[config.mk]
export PLATFORM = sky130hd
export DESIGN_NAME = power_mode_controller
export DESIGN_NICKNAME = d
export VERILOG_FILES = /design/src/clock_divider.v /design/src/watchdog_counter.v /design/src/power_mode_controller.v
export VERILOG_INCLUDE_DIRS = /design/src
export SDC_FILE = /design/constraint.sdc
export NUM_CORES = 1
export LEC_CHECK = 0
export BUFFER_PORTS_ARGS = -buffer_cell sky130_fd_sc_hd__buf_2
export CAP_MARGIN = 10
export CORE_MARGIN = 4
export CORE_UTILIZATION = 35
export DETAILED_ROUTE_END_ITERATION = 16
export PLACE_DENSITY = 0.66
export RECOVER_POWER = 100
export SLEW_MARGIN = 20
export SYNTH_ARGS = -nofsm -noshare
export SYNTH_HDL_FRONTEND = slang
export SYNTH_SLANG_ARGS = --single-unit
[constraint.sdc]
create_clock -name clk -period 5 [get_ports clk]
set_clock_uncertainty 0.1 [all_clocks]
set_input_delay 0.25 -clock clk [delete_from_list [all_inputs] [get_ports clk]]
set_output_delay 0.25 -clock clk [all_outputs]
set_load 0.005 [all_outputs]
[src/power_mode_consts.vh]
`ifndef POWER_MODE_CONSTS_VH
`define POWER_MODE_CONSTS_VH
// Register byte offsets
`define OFS_MODE_CONTROL 12'h000
`define OFS_WATCHDOG_CONTROL 12'h004
`define OFS_STATUS 12'h008
`define OFS_WAKE_ENABLE 12'h00c
`define OFS_COMMAND 12'h010
// Mode control fields
`define FLD_HIGH_LOW_CLOCK_SELECT 0
`define FLD_IDLE_EN 1
`define FLD_FAST_RDY 2
`define FLD_SLOW_RDY 3
`define FLD_SPARE 4
`define FLD_CKS_LO 5
`define FLD_CKS_HI 7
// Watchdog control fields
`define FLD_KEEP 7
`define FLD_WS_LO 4
`define FLD_WS_HI 6
// Status fields
`define FLD_PDF 0
`define FLD_TOF 1
`define FLD_MODE_LO 2
`define FLD_MODE_HI 4
// Command fields
`define FLD_CMD_HALT 0
`define FLD_CMD_CLRWDT1 1
`define FLD_CMD_CLRWDT2 2
// Reset values
`define RST_MODE_CONTROL 8'h03
`define RST_WATCHDOG_CONTROL 8'h7a
`define RST_WAKE_ENABLE 8'h00
// Divider select codes
`define CKS_SLOW_A 3'h0
`define CKS_SLOW_B 3'h1
// Operating modes
`define MODE_NORMAL 3'h0
`define MODE_SLOW 3'h1
`define MODE_SLEEP 3'h2
`define MODE_IDLE0 3'h3
`define MODE_IDLE1 3'h4
// Fast oscillator settle: 15 to 16 cycles, 16 used
`define FAST_SETTLE_CYCLES 5'h10
`endif

[src/clock_divider.v]
`timescale 1ns/1ns
`include "power_mode_consts.vh"
// Free divider of the fast oscillator; picks one tap as the system clock enable
module clock_divider (
   input wire clk,
   input wire srst,
   input wire run,
   input wire hiSel,
   input wire [2:0] divSel,
   output reg tick,
   output wire tap16,
   output wire tap64
);
   reg [5:0] cnt_reg; // Divide counter
   reg sel;
   // Tap taken for the chosen ratio
   always @* begin
      case (divSel)
         3'h2: sel = (cnt_reg == 6'h3f);
         3'h3: sel = (cnt_reg[4:0] == 5'h1f);
         3'h4: sel = (cnt_reg[3:0] == 4'hf);
         3'h5: sel = (cnt_reg[2:0] == 3'h7);
         3'h6: sel = (cnt_reg[1:0] == 2'h3);
         3'h7: sel = cnt_reg[0];
         default: sel = 1'b0;
      endcase
   end
   // Counter stops with the oscillator, taking both internal taps along
   always @(posedge clk) begin
      if (srst || !run) begin
         cnt_reg <= 6'h00;
         tick <= 1'b0;
      end else begin
         cnt_reg <= cnt_reg + 6'h01;
         tick <= hiSel ? 1'b1 : sel;
      end
   end
   assign tap16 = run & (cnt_reg[3:0] == 4'hf);
   assign tap64 = run & (cnt_reg == 6'h3f);
endmodule

[src/watchdog_counter.v]
`timescale 1ns/1ns
`include "power_mode_consts.vh"
// Watchdog count on slow oscillator ticks; overflow at 2^(8+ws)
module watchdog_counter (
   input wire clk,
   input wire srst,
   input wire slowTick,
   input wire clear,
   input wire [2:0] ws,
   output reg overflow
);
   reg [15:0] cnt_reg; // Count of slow ticks
   wire [15:0] limit;
   assign limit = (16'h0100 << ws) - 16'h0001;
   // Clear restarts counting at once; counter runs in every mode
   always @(posedge clk) begin
      if (srst || clear) begin
         cnt_reg <= 16'h0000;
         overflow <= 1'b0;
      end else if (slowTick) begin
         overflow <= (cnt_reg == limit);
         cnt_reg <= (cnt_reg == limit) ? 16'h0000 : cnt_reg + 16'h0001;
      end else begin
         overflow <= 1'b0;
      end
   end
endmodule

[src/power_mode_controller.v]
// Implementation choices: the address map and the AHB-Lite register port.
`timescale 1ns/1ns
`include "power_mode_consts.vh"
// Summary of operation
// - NORMAL runs CPU from fast clock, divided or undivided
// - SLOW runs from slow osc, fast off
// - HALT with idle off enters SLEEP
// - Slow osc keeps watchdog counting in SLEEP
// - HALT idle, no keep enters IDLE0
// - IDLE0 keeps time-base and slow clocks
// - HALT idle with keep enters IDLE1
// - Fast osc and its taps stop when unused
// - Low-power entry preserves memory, registers, ports
// - HALT entry clears watchdog, then resumes
// - HALT entry sets power-down, clears timeout
// - Wake on reset, port fall, interrupt, watchdog
// - Reset wake full reset; watchdog wake resets PC and SP
// - Power-down flag cleared by clear instructions, set by HALT
// - Sleep timeout sets flag, resets PC and SP
// - Divide select picks slow or fast/64..fast/2
// - Fast ready returns 15-16 cycles after wake
// - Per-pin port wake enable on falling edge
module power_mode_controller (
   input wire clk,
   input wire srst,
   input wire hsel,
   input wire [31:0] haddr,
   input wire [1:0] htrans,
   input wire hwrite,
   input wire [2:0] hsize,
   input wire [31:0] hwdata,
   input wire hready,
   output reg [31:0] hrdata,
   output wire hreadyout,
   output wire hresp,
   input wire slowTick,
   input wire extResetWake,
   input wire [7:0] portA,
   input wire sysIrq,
   output reg cpuRun,
   output reg sysClkEn,
   output reg timeBaseClkEn,
   output wire slowOscOn,
   output reg fastOscOn,
   output wire fastTap16,
   output wire fastTap64,
   output reg fullReset,
   output reg watchdogReset,
   output reg pcSpReset
);
   // Software-visible control words
   reg [7:0] modeCtl_reg; // mode_control_reg contents
   reg [7:0] wdtCtl_reg; // watchdog_control_reg contents
   reg [7:0] wakeEn_reg; // porta_wake_enable
   // Status flags seen in the status word
   reg powerDown_reg; // power_down_flag
   reg timeout_reg; // watchdog_timeout_flag
   // Operating mode and its next value
   reg [2:0] mode_reg; // Current operating mode
   reg [2:0] mode_next;
   // Fast oscillator start-up tracking
   reg [4:0] settle_reg; // Fast oscillator settle counter
   reg fastRdy_reg; // fast_osc_ready
   // Port A edge history
   reg [7:0] portPrev_reg; // Port A previous level
   // Bus data phase bookkeeping
   reg wrPend_reg; // Write data phase pending
   reg rdPend_reg; // Read data phase pending
   reg [11:0] addr_reg; // Latched address
   // Alternation memory of the clear instructions
   reg clr1Last_reg; // Last clear instruction was the first kind
   // Decoded bus and command strobes
   wire addrPhase;
   wire haltCmd;
   wire clrWdt1;
   wire clrWdt2;
   wire clrWdtOk;
   // Watchdog and clock needs
   wire wdtOverflow;
   wire fastTick;
   wire wantFast;
   wire lowPower;
   // Wake-up sources and watchdog clear
   wire [7:0] portFall;
   wire wakePort;
   wire wake;
   wire wdtClear;
   wire [2:0] cks;

   // Divide select field of the mode control word
   assign cks = modeCtl_reg[`FLD_CKS_HI:`FLD_CKS_LO];
   // Address phase taken when selected, ready and non-idle
   assign addrPhase = hsel && hready && htrans[1];
   // Zero wait states: every transfer completes at once
   assign hreadyout = 1'b1;
   // Response is always OKAY
   assign hresp = 1'b0;
   // Software commands arrive as writes to the command word
   // Each command is a one-cycle strobe in the data phase
   assign haltCmd = wrPend_reg && (addr_reg == `OFS_COMMAND) && hwdata[`FLD_CMD_HALT];
   assign clrWdt1 = wrPend_reg && (addr_reg == `OFS_COMMAND) && hwdata[`FLD_CMD_CLRWDT1];
   assign clrWdt2 = wrPend_reg && (addr_reg == `OFS_COMMAND) && hwdata[`FLD_CMD_CLRWDT2];
   // Clear instructions act only when alternated
   assign clrWdtOk = (clrWdt1 && !clr1Last_reg) || (clrWdt2 && clr1Last_reg);
   // SLEEP, IDLE0 and IDLE1 all count as low power
   assign lowPower = (mode_reg == `MODE_SLEEP) || (mode_reg == `MODE_IDLE0) ||
                     (mode_reg == `MODE_IDLE1);
   // Fast osc needed by select bit or fast divide code
   assign wantFast = modeCtl_reg[`FLD_HIGH_LOW_CLOCK_SELECT] ||
                     ((cks != `CKS_SLOW_A) && (cks != `CKS_SLOW_B));
   // Falling edge on an enabled pin only
   assign portFall = portPrev_reg & ~portA & wakeEn_reg;
   assign wakePort = |portFall;
   // Any source ends a low-power mode
   assign wake = extResetWake || wakePort || sysIrq || wdtOverflow;
   // Watchdog restarts on HALT entry, on an accepted clear
   // and on an external reset request
   assign wdtClear = (haltCmd && !lowPower) || clrWdtOk || extResetWake;
   // Slow oscillator has no off switch
   assign slowOscOn = 1'b1;

   // Fast clock divider
   clock_divider divider (
      .clk(clk),
      .srst(srst),
      .run(fastOscOn),
      .hiSel(modeCtl_reg[`FLD_HIGH_LOW_CLOCK_SELECT]),
      .divSel(cks),
      .tick(fastTick),
      .tap16(fastTap16),
      .tap64(fastTap64)
   );

   // Watchdog on the always-on slow oscillator
   watchdog_counter watchdog (
      .clk(clk),
      .srst(srst),
      .slowTick(slowTick),
      .clear(wdtClear),
      .ws(wdtCtl_reg[`FLD_WS_HI:`FLD_WS_LO]),
      .overflow(wdtOverflow)
   );

   // Next mode: HALT entry and wake
   always @* begin
      mode_next = mode_reg;
      // Low power: stay until a wake source fires
      if (lowPower) begin
         // Wake returns to the mode the select bits ask for
         if (wake) begin
            mode_next = wantFast ? `MODE_NORMAL : `MODE_SLOW;
         end
      end else if (haltCmd) begin
         // Running: HALT picks the low-power mode
         if (!modeCtl_reg[`FLD_IDLE_EN]) begin
            mode_next = `MODE_SLEEP;
         end else if (!wdtCtl_reg[`FLD_KEEP]) begin
            mode_next = `MODE_IDLE0;
         end else begin
            mode_next = `MODE_IDLE1;
         end
      end else begin
         // Running without HALT: select bits pick NORMAL or SLOW
         mode_next = wantFast ? `MODE_NORMAL : `MODE_SLOW;
      end
   end

   // Clock gating per mode
   always @* begin
      // Defaults: everything stopped but the time base
      cpuRun = 1'b0;
      sysClkEn = 1'b0;
      timeBaseClkEn = 1'b1;
      fastOscOn = 1'b0;
      case (mode_reg)
         `MODE_NORMAL: begin
            cpuRun = 1'b1;
            sysClkEn = fastTick;
            fastOscOn = 1'b1;
         end
         `MODE_SLOW: begin
            // Fast oscillator stays off while running slow
            cpuRun = 1'b1;
            sysClkEn = slowTick;
         end
         `MODE_SLEEP: begin
            timeBaseClkEn = 1'b0;
         end
         `MODE_IDLE0: begin
            timeBaseClkEn = 1'b1;
         end
         default: begin
            // IDLE1: CPU stopped, system clock keeps peripherals going
            // Fast oscillator runs here only when the select bits ask for it
            sysClkEn = wantFast ? fastTick : slowTick;
            fastOscOn = wantFast;
         end
      endcase
   end

   // Mode, flags, resets and bus registers
   always @(posedge clk) begin
      if (srst) begin
         // Every register to its power-on value
         mode_reg <= `MODE_NORMAL;
         modeCtl_reg <= `RST_MODE_CONTROL;
         wdtCtl_reg <= `RST_WATCHDOG_CONTROL;
         wakeEn_reg <= `RST_WAKE_ENABLE;
         powerDown_reg <= 1'b0;
         timeout_reg <= 1'b0;
         settle_reg <= 5'h00;
         fastRdy_reg <= 1'b0;
         portPrev_reg <= 8'h00;
         wrPend_reg <= 1'b0;
         rdPend_reg <= 1'b0;
         addr_reg <= 12'h000;
         clr1Last_reg <= 1'b0;
         fullReset <= 1'b0;
         watchdogReset <= 1'b0;
         pcSpReset <= 1'b0;
         hrdata <= 32'h00000000;
      end else begin
         mode_reg <= mode_next;
         portPrev_reg <= portA;
         wrPend_reg <= addrPhase && hwrite;
         rdPend_reg <= addrPhase && !hwrite;
         // Latch the address for the data phase
         if (addrPhase) begin
            addr_reg <= haddr[11:0];
         end
         // Register writes hold during low power, nothing else disturbed
         if (wrPend_reg) begin
            // Status word is read-only; writes to it are dropped
            if (addr_reg == `OFS_MODE_CONTROL) begin
               // Spare bit is plain storage; ready bits are read-only
               modeCtl_reg[`FLD_HIGH_LOW_CLOCK_SELECT] <= hwdata[`FLD_HIGH_LOW_CLOCK_SELECT];
               modeCtl_reg[`FLD_IDLE_EN] <= hwdata[`FLD_IDLE_EN];
               modeCtl_reg[`FLD_SPARE] <= hwdata[`FLD_SPARE];
               modeCtl_reg[`FLD_CKS_HI:`FLD_CKS_LO] <= hwdata[`FLD_CKS_HI:`FLD_CKS_LO];
            end else if (addr_reg == `OFS_WATCHDOG_CONTROL) begin
               wdtCtl_reg <= hwdata[7:0];
            end else if (addr_reg == `OFS_WAKE_ENABLE) begin
               wakeEn_reg <= hwdata[7:0];
            end
         end
         // Clear instructions must alternate to take effect
         if (clrWdt1) begin
            clr1Last_reg <= 1'b1;
         end else if (clrWdt2) begin
            clr1Last_reg <= 1'b0;
         end
         // Flags: HALT sets power-down and clears timeout
         if (haltCmd && !lowPower) begin
            powerDown_reg <= 1'b1;
            timeout_reg <= 1'b0;
         end else if (clrWdtOk) begin
            powerDown_reg <= 1'b0;
            timeout_reg <= 1'b0;
         end
         // Timeout set wins over a HALT clear in the same cycle
         if (wdtOverflow) begin
            timeout_reg <= 1'b1;
         end
         // Reset pulses on wake
         // Each pulse lasts one cycle, as overflow is one cycle long and a wake leaves low power at once
         fullReset <= lowPower && extResetWake;
         watchdogReset <= !lowPower && wdtOverflow;
         pcSpReset <= lowPower && wdtOverflow && !extResetWake;
         // Fast ready falls while off and after SLEEP/IDLE0, rises after settle
         if (!fastOscOn) begin
            settle_reg <= 5'h00;
            fastRdy_reg <= 1'b0;
         end else if (settle_reg != `FAST_SETTLE_CYCLES) begin
            // Ready returns only after the full settle count
            settle_reg <= settle_reg + 5'h01;
            fastRdy_reg <= (settle_reg == `FAST_SETTLE_CYCLES - 5'h01);
         end
         // Read data
         // Unmapped addresses read as zero
         if (addrPhase && !hwrite) begin
            hrdata <= 32'h00000000;
            if (haddr[11:0] == `OFS_MODE_CONTROL) begin
               hrdata[7:0] <= {cks, modeCtl_reg[`FLD_SPARE], 1'b1, fastRdy_reg,
                               modeCtl_reg[`FLD_IDLE_EN], modeCtl_reg[`FLD_HIGH_LOW_CLOCK_SELECT]};
            end else if (haddr[11:0] == `OFS_WATCHDOG_CONTROL) begin
               hrdata[7:0] <= wdtCtl_reg;
            end else if (haddr[11:0] == `OFS_STATUS) begin
               hrdata[4:0] <= {mode_reg, timeout_reg, powerDown_reg};
            end else if (haddr[11:0] == `OFS_WAKE_ENABLE) begin
               hrdata[7:0] <= wakeEn_reg;
            end
         end
      end
   end
   // no state is touched on low-power entry besides the flags above, the watchdog count and fast ready when the fast osc stops
   // software polls fast ready in the mode control word
   // Mode changes on the edge that ends the command's data phase
   // Watchdog period is counted in slow ticks, so it holds in every mode
endmodule

==> flow_summary_export.csv, run 1 <==
group,metric,value,unit
floorplanning,rows,39,
cts,clk_pin_slew,0.06,ns
global_route,grt_max_degree,54,
yosys,synth_edf_count,0,
sta,final-setup-viol-count,0,
setup_path,path_max_fanout,13,
sta,rsz0062_at_grt,"false",
cts,root_buffer,"clkbuf_16",
sta,worst_pin_slew,0.918,ns
pwr,seq_power_share,0.498,
worst_hold_path,min_path_cells,2,
yosys,synth_top_area_frac,0.425,
yosys,synthTopCellsByArea,"dfxtp_1 43%, mux2i_1 5.9%, nor2_1 5.1%",
route,vias,3360,
cts,hold_buffers,0,
yosys,syn_area_per_cell,8.90,sq um
yosys,syn_area,4240,sq um
worst_hold_path,hp-class,"input port to flop",
pwr,intPower,1.16,mW
finish,largest_reg_flops,16,
global_route,grtUsageTotal,0.139,
cts,ctsLongestPathBuffers,2,
route,routed_via_density,5.05,
global_route,antenna_found_initial,0,
sta,min_period,2.68,ns
placed_design,port_buffers,53,
finish,area_delta_synth_final,11.2,%
setup_path,crit_path_start_kind,"flop",
route,avgRoutedWirePerCell,14.3,um
global_route,overflow,0,
yosys,synth_fa_ha_area_frac,0.0207,
route,drc,0,
pwr,p_leak,1.86,nW
cts,h-tree-depth,3,
yosys,yosys.area_share.xor_xnor,0.0434,
global_route,grt_pass1_wl,15700,um
setup_path,required,5.08,ns
sta,slew_violations,0,
floorplanning,die_height,118,um
pwr,pwr-share-comb,0.058,
sta,period_share,0.537,
placed_design,dpl.hpwl,7140,um
cts,cts-resized-gates,0,
setup_path,critPathArrivalTime,2.77,ns
floorplanning,initial_core_util,0.365,
cts,cts_buffers,9,
yosys,synth_top_family_by_area,"simple AND/OR/NAND/NOR gates",
yosys,ys_warn_count,0,
cts,cts_tree,"yes",
yosys,synth_area_leader_cell,"dfxtp_1",
cts,cts_setup_buffers,0,
placed_design,place_congestion,0.811,
setup_path,cp_slowest_stage_delay,0.71,ns
yosys,ys_seq_area_frac,0.425,
setup_path,reg2reg_depth,5,
yosys,syn-instance-count,476,
sta,slew_headroom,0.387,
job,maxCapViolations,0,
yosys,muxShareOfSynthArea,0.0936,
global_route,grt_pass1_vias,3258,
sta,fmax,0.373,GHz
setup_path,crit_path_top_delay_cell,"nor4_1",
floorplanning,fp.dieW,118,um
yosys,async_reset_ff_frac,0,
yosys,synth_compound_area_frac,0.0913,
finish,drive_gt1_frac,0.126,
sta,hold_ws,0.0296,ns
pwr,p_per_area,315,nW/um^2
route,ant_nets,0,
route,first_pass_iters,7,
setup_path,criticalPathCategory,"flop to flop",
cts,worstSkewPairLatency,0.34,ns
floorplanning,ioPinCount,129,
setup_path,crit_chain,"or4_1 > nor4_1 > a211o_4 > o21bai_1 > nor2_1",
run_status,status,"finished, final reports clean",
placed_design,place_inst,651,
yosys,synth-simple-area-share,0.242,
pwr,p_total,1.48,mW
route,finalWirelength,9530,um
pwr,p_clk_frac,0.445,
finish,n_antenna_cell,0,
finish,layout.nets,611,
yosys,yosysMostFrequentCell,"dfxtp_1",
yosys,synth_common_cells,"90 x dfxtp_1, 58 x nor2_1, 57 x nand2_1, 31 x a21oi_1, 27 x buf_4",
setup_path,endpoint_kind,"flop",
sta,tns,0,ns
finish,final-instance-count-excl-fill,666,
route,drt-initial-drc-count,166,
pwr,irDropWorstVdd,0.000210,V
sta,final_hold_viol_count,0,
yosys,yosys.cell_types.count,52,
yosys,synth_ff_type,"dfxtp_1",
cts,clock-sinks,90,
floorplanning,core-area,11600,sq um
pwr,netSwitchingFraction,0.217,
pwr,p_sw,322,uW
floorplanning,dieArea,13900,sq um
yosys,yosys_register_bits,90,
==> cell families after synthesis <==
kind of cell,after synthesis
DFF,90
xor gates and xnor gates,21
and+or+nand+nor,203
other,2
adders and majority gates,7
muxes,33
AOI/OAI and AO/OA,58
buffers and inverters,62
==> cell usage in the layout, fill, tap and decap left out, types with 6 or more instances in the layout <==
cell,n
a21oi_1,31
a22oi_1,6
and3_1,9
buf_2,40
clkbuf_1,15
clkbuf_16,9
conb_1,27
dfxtp_1,90
ha_1,7
inv_1,15
mux2i_1,25
nand2_1,57
nand3_1,18
nand3b_1,8
nor2_1,58
nor2b_1,9
nor3_1,12
nor4_1,9
xnor2_1,12
xor2_1,9
==> critical path: cells and delay by family (launching register included) <==
kind	cells	cell delay, ns
compound gates	2	0.71
flops	1	0.32
simple gates	3	1.40
==> path summary, 6_finish.rpt <==
path / to / slack (ns) / startpoint
min: portPrev_reg[1]$_SDFF_PP0_ / 0.03 / portA[1]
min reg2reg: addr_reg[10]$_SDFFE_PP0P_ / 0.35 / addr_reg[10]$_SDFFE_PP0P_
max: watchdog.cnt_reg[3]$_SDFFE_PP0P_ / 2.32 / addr_reg[7]$_SDFFE_PP0P_
max reg2reg: watchdog.cnt_reg[3]$_SDFFE_PP0P_ / 2.32 / addr_reg[7]$_SDFFE_PP0P_
==> metal layers <==
metal,track usage,part of all wire,vias to the layer above
li1,-,-,1674
met1,0.173,0.44,1552
met2,0.223,0.46,122
met3,0.0519,0.080,12
met4,0.0418,0.014,0
met5,0,0,-
==> power groups by stage <==
stage	combinational [mW]	sequential, mW	clock [mW]
floorplan	0.0728	0.752	0
global placement	0.0868	0.753	0
detailed placement	0.0894	0.754	0
CTS	0.0898	0.738	0.679
global route	0.0958	0.739	0.710
finish	0.0853	0.738	0.660
==> stage by stage <==
step | setup slack (ns) | area (sq um) | util
2_1_floorplan | 3.08 | 4330 | -
3_3_place_gp | 2.74 | 4490 | 0.387
3_5_place_dp | 2.68 | 4490 | 0.387
4_1_cts | 2.65 | 4780 | 0.411
5_1_grt | 2.04 | 4710 | 0.406
6_report | 2.32 | 4710 | 0.406
==> final cells by class <==
| class | instances | area (sq um) |
|---|---|---|
| tap | 143 | 179 |
| sequential | 90 | 1800 |
| timing repair buffer | 54 | 256 |
| fill | 1175 | 6900 |
| inverter | 15 | 56.3 |
| multi-input combinational | 349 | 2130 |
| clock buffer | 13 | 250 |
| clock inverter | 2 | 37.5 |
Power figures use the tool's default switching activity.
==> inputs of run 2 (changes only) <==
- clock period: 5 -> 2.67 ns (I/O delays scaled with it)
==> run 2 against run 1 <==
  * Count of clock-buffer cells in the layout shrank 4
  * Sequential cell count unchanged
  * Power is 92% higher
  * Core utilization grew 2.8 points
  * Combinational power rose by 130%
  * Maximum frequency rose by 17%
  * First-iteration DRC count fell by 6.0%
  * Worst setup slack lost 1.9 ns
  * Sequential share of layout area fell by 2.5 points
  * Final cell count up 4.7%
  * Global-route usage up 0.36 points
  * Largest cell class unchanged
==> flow_summary_export.csv, run 2 (synthesis results as in run 1) <==
group,metric,value,unit
setup_path,critPathArrivalTime,2.40,ns
pwr,p_leak,1.97,nW
global_route,grtUsageTotal,0.142,
setup_path,path_buf_inv,1,
sta,period_share,0.859,
setup_path,crit_cells,6,
sta,rsz0062_at_grt,"false",
run_status,status,"finished, final reports clean",
sta,worst_pin_slew,0.732,ns
setup_path,required,2.77,ns
cts,cts_buffers,9,
worst_hold_path,hp-class,"input port to flop",
setup_path,crit_path_start_kind,"flop",
floorplanning,initial_core_util,0.365,
cts,clock-sinks,90,
pwr,netSwitchingFraction,0.232,
setup_path,ff2ff_setup_slack,0.38,ns
finish,largest_reg_flops,16,
global_route,overflow,0,
placed_design,place_ws,0.577,ns
route,finalWirelength,9810,um
sta,slew_violations,0,
setup_path,path_max_fanout,8,
placed_design,place_congestion,0.831,
pwr,pwr-share-comb,0.069,
pwr,p_sw,661,uW
finish,final_cell_mix,"90 x dfxtp_1, 58 x nor2_1, 57 x nand2_1",
finish,final_common_cell,"dfxtp_1",
sta,layout_setup_ws,0.375,ns
global_route,grt_pass1_vias,3441,
cts,worstSkewPairLatency,0.34,ns
pwr,p_per_area,565,nW/um^2
pwr,irDropWorstVdd,0.000378,V
setup_path,criticalPathCategory,"flop to flop",
setup_path,setup.worst_path.end,"wdtCtl_reg[3]$_SDFFE_PP1P_",
finish,n_antenna_cell,0,
cts,cts_setup_buffers,0,
floorplanning,dieArea,13900,sq um
setup_path,cpLargestDelayFamily,"simple AND/OR/NAND/NOR gates",
finish,stdcell_area,5040,sq um
worst_hold_path,min_path_cells,3,
route,first_pass_iters,4,
cts,clk_pin_slew,0.06,ns
finish,drive_gt1_frac,0.116,
cts,root_buffer,"clkbuf_16",
route,ant_nets,0,
placed_design,dpl.hpwl,7090,um
finish,post-route-util,0.434,
pwr,intPower,2.19,mW
route,avgRoutedWirePerCell,14.1,um
setup_path,crit_chain,"or4_1 > nor4_4 > and3b_1 > clkbuf_2 > mux2i_1 > nand2_1",
pwr,p_clk_frac,0.446,
sta,final-setup-viol-count,0,
sta,final_hold_viol_count,0,
floorplanning,ioPinCount,129,
setup_path,crit_start,"addr_reg[7]$_SDFFE_PP0P_",
global_route,grt_pass1_wl,16200,um
global_route,antenna_found_initial,0,
setup_path,rr_endpoint,"wdtCtl_reg[3]$_SDFFE_PP1P_",
placed_design,placed_area,4500,sq um
sta,slew_headroom,0.508,
setup_path,cp_slowest_stage_delay,0.64,ns
cts,ctsLongestPathBuffers,2,
setup_path,endpoint_kind,"flop",
cts,hold_buffers,28,
route,drc,0,
sta,fmax,0.436,GHz
finish,area_delta_synth_final,18.9,%
floorplanning,fp.dieW,118,um
route,drt-initial-drc-count,156,
finish,layout.nets,641,
setup_path,timing.rr.start,"addr_reg[7]$_SDFFE_PP0P_",
job,maxCapViolations,0,
placed_design,port_buffers,53,
setup_path,crit_path_top_delay_cell,"or4_1",
cts,cts_tree,"yes",
pwr,seq_power_share,0.485,
worst_hold_path,min-delay-start,"slowTick",
global_route,grt_max_degree,53,
route,routed_via_density,5.01,
floorplanning,rows,39,
setup_path,reg2reg_depth,6,
cts,cts-resized-gates,0,
floorplanning,die_height,118,um
floorplanning,core-area,11600,sq um
sta,tns,0,ns
sta,min_period,2.29,ns
cts,h-tree-depth,3,
route,vias,3489,
run 2: changes by cell type in the layout (fill, tap and decap cells not counted), moves of 2 or more:
cell,delta
buf_2,-11
dlygate4sd3_1,+28
nor4_4,+2
clkbuf_1,+9
nor4_1,-2
clkinv_2,+2
inv_6,+3
run 2: per-stage QoR:
step	cells	hold WS [ns]	power (mW)
2_1_floorplan	501	0.110	1.54
3_3_place_gp	653	0.255	1.57
3_5_place_dp	653	0.265	1.58
4_1_cts	697	0.0443	2.89
5_1_grt	697	0.0628	2.96
6_report	697	0.0622	2.85
run 2: per-layer routing:
layer  vias to the layer above  part of all wire  global-route usage
met5                         -                 0                   0
met4                         0             0.014              0.0513
met3                        10             0.052              0.0423
met2                        84              0.48               0.238
met1                      1655              0.45               0.174
li1                       1740                 -                   -
run 2: worst min path at each step:
stage | slack [ns] | to
3_5_place_dp | 0.27 | portPrev_reg[3]$_SDFF_PP0_
2_1_floorplan | 0.11 | pcSpReset$_SDFF_PP0_
3_3_place_gp | 0.26 | portPrev_reg[1]$_SDFF_PP0_
4_1_cts | 0.04 | watchdog.cnt_reg[1]$_SDFFE_PP0P_
6_report | 0.06 | watchdog.cnt_reg[1]$_SDFFE_PP0P_
5_1_grt | 0.06 | watchdog.cnt_reg[1]$_SDFFE_PP0P_
run 2: power groups by stage:
stage	Combinational [mW]	Sequential, mW	Clock (mW)
3_5_place_dp	0.168	1.41	0
2_1_floorplan	0.136	1.41	0
4_1_cts	0.200	1.38	1.31
6_report	0.196	1.38	1.27
5_1_grt	0.217	1.38	1.36
3_3_place_gp	0.164	1.41	0
run 2: worst register-to-register path, stage by stage (launching register included):
cell and delay (ns):
dfxtp_1 0.31, or4_1 0.64, nor4_4 0.31, and3b_1 0.20, clkbuf_2 0.30, mux2i_1 0.23
nand2_1 0.07
run 2: cell type report:
cell class                 count  area [sq um]
fill                        1147          6580
multi-input combinational    349          2170
sequential                    90          1800
timing repair buffer          84           536
clock buffer                   9           225
tap                          143           179
clock inverter                 7          73.8
inverter                      15          56.3
==> inputs of run 3 (changes only) <==
- CELL_PAD_IN_SITES_DETAIL_PLACEMENT: unset -> 0
- CELL_PAD_IN_SITES_GLOBAL_PLACEMENT: unset -> 2
- CORE_UTILIZATION: 35 -> 30
- PLACE_DENSITY: 0.66 -> 0.88
==> run 3 against run 2 <==
  * Global-route usage shrank 1.1 points
  * Core utilization fell by 6.9 points
  * Die area rose by 15%
  * Count of clock-buffer cells in the layout up 2
  * Non-clock buffer count unchanged
  * Sequential share of layout area shrank 0.16 points
  * Worst setup slack worse by 0.041 ns
  * Register-to-register slack got worse by 0.04 ns
  * Critical path type unchanged
  * Critical endpoint is now watchdog.cnt_reg[14]$_SDFFE_PP0P_
==> flow_summary_export.csv, run 3 (synthesis results as in run 1) <==
group,metric,value,unit
run_status,status,"finished, final reports clean",
cts,ctsLongestPathBuffers,2,
setup_path,crit_path_start_kind,"flop",
cts,hold_buffers,28,
sta,slew_violations,0,
setup_path,path_max_fanout,13,
cts,clk_pin_slew,0.06,ns
global_route,overflow,0,
placed_design,port_buffers,53,
sta,fmax,0.428,GHz
finish,area_delta_synth_final,19.5,%
finish,post-route-util,0.365,
finish,drive_gt1_frac,0.128,
global_route,antenna_found_initial,0,
floorplanning,die_height,127,um
sta,min_period,2.34,ns
finish,final_cell_mix,"90 x dfxtp_1, 58 x nor2_1, 57 x nand2_1",
cts,clock-sinks,90,
floorplanning,initial_core_util,0.305,
floorplanning,fp.dieW,127,um
finish,nFillCells,1433,
cts,root_buffer,"clkbuf_16",
cts,cts_setup_buffers,0,
route,ant_nets,0,
route,vias,3399,
setup_path,crit_start,"addr_reg[7]$_SDFFE_PP0P_",
finish,seqCellArea,1800,sq um
sta,worst_pin_slew,1.25,ns
pwr,p_per_area,542,nW/um^2
cts,cts_tree,"yes",
cts,cts_buffers,9,
setup_path,required,2.78,ns
sta,tns,0,ns
global_route,grt_pass1_vias,3268,
route,routed_via_density,4.63,
floorplanning,core-area,13900,sq um
setup_path,endpoint_kind,"flop",
route,first_pass_iters,4,
sta,slew_headroom,0.164,
route,drt-initial-drc-count,213,
setup_path,timing.rr.start,"addr_reg[7]$_SDFFE_PP0P_",
floorplanning,ioPinCount,129,
cts,cts-resized-gates,0,
global_route,grt_pass1_wl,16800,um
setup_path,criticalPathCategory,"flop to flop",
cts,worstSkewPairLatency,0.34,ns
pwr,p_leak,1.98,nW
worst_hold_path,hp-class,"input port to flop",
global_route,grtUsageTotal,0.132,
placed_design,place_congestion,0.796,
route,drc,0,
sta,period_share,0.875,
setup_path,critPathArrivalTime,2.44,ns
sta,final_hold_viol_count,0,
finish,final_common_cell,"dfxtp_1",
placed_design,dpl.hpwl,7580,um
worst_hold_path,min-delay-start,"slowTick",
finish,multi_input_area,2160,sq um
finish,layout.nets,641,
finish,largest_reg_flops,16,
floorplanning,rows,43,
job,maxCapViolations,0,
pwr,irDropWorstVdd,0.000258,V
sta,final-setup-viol-count,0,
route,finalWirelength,10100,um
route,avgRoutedWirePerCell,13.7,um
cts,h-tree-depth,3,
sta,rsz0062_at_grt,"false",
floorplanning,dieArea,16100,sq um
global_route,grt_max_degree,28,
## run 3: final cells by class
| type | instances | share of cell area |
|---|---|---|
| Antenna cell | 1 | 0.000494 |
| Clock buffer | 11 | 0.0480 |
| Clock inverter | 4 | 0.00569 |
| Inverter | 15 | 0.0111 |
| Multi-Input combinational cell | 349 | 0.427 |
| Sequential cell | 90 | 0.356 |
| Tap cell | 180 | 0.0445 |
| Timing Repair Buffer | 84 | 0.108 |
## run 3: worst max-delay path, stage by stage (launching register included)
cell      delay, ns
dfxtp_1        0.31
or4_1          0.65
nor4_4         0.42
a211o_1        0.30
o21bai_2       0.31
nor2_1         0.11
## run 3: power by group
group / internal [mW] / total (mW) / leakage (nW) / switching (mW)
clock: 0.650 / 1.16 / 0.128 / 0.511
sequential: 1.37 / 1.38 / 0.730 / 0.0161
combinational: 0.0886 / 0.197 / 1.12 / 0.109
total: 2.11 / 2.74 / 1.98 / 0.636
## run 3: metal layers
metal  GRT usage  vias up  part of all wire
met5           0        -                 0
met4      0.0454        0             0.014
met3      0.0349        9             0.058
met2       0.213       80              0.46
met1       0.170     1571              0.47
li1            -     1739                 -
## run 3: per-stage QoR
| step | total power [mW] | setup WS (ns) | instance area (sq um) | instances | hold slack, ns |
|---|---|---|---|---|---|
| floorplan | 1.54 | 0.746 | 4330 | 501 | 0.110 |
| global placement | 1.58 | 0.608 | 4550 | 690 | 0.259 |
| detailed placement | 1.58 | 0.583 | 4550 | 690 | 0.260 |
| CTS | 2.79 | 0.428 | 5100 | 733 | 0.0503 |
| global route | 2.87 | 0.165 | 5060 | 733 | 0.0893 |
| finish | 2.74 | 0.334 | 5060 | 734 | 0.0694 |
## run 3: final timing paths
check,endpoint,slack (ns),cells past startpoint
max reg2reg,watchdog.cnt_reg[14]$_SDFFE_PP0P_,0.33,5
min,watchdog.cnt_reg[1]$_SDFFE_PP0P_,0.07,3
max,watchdog.cnt_reg[14]$_SDFFE_PP0P_,0.33,5
min reg2reg,hrdata[2]$_SDFFE_PP0P_,0.35,2
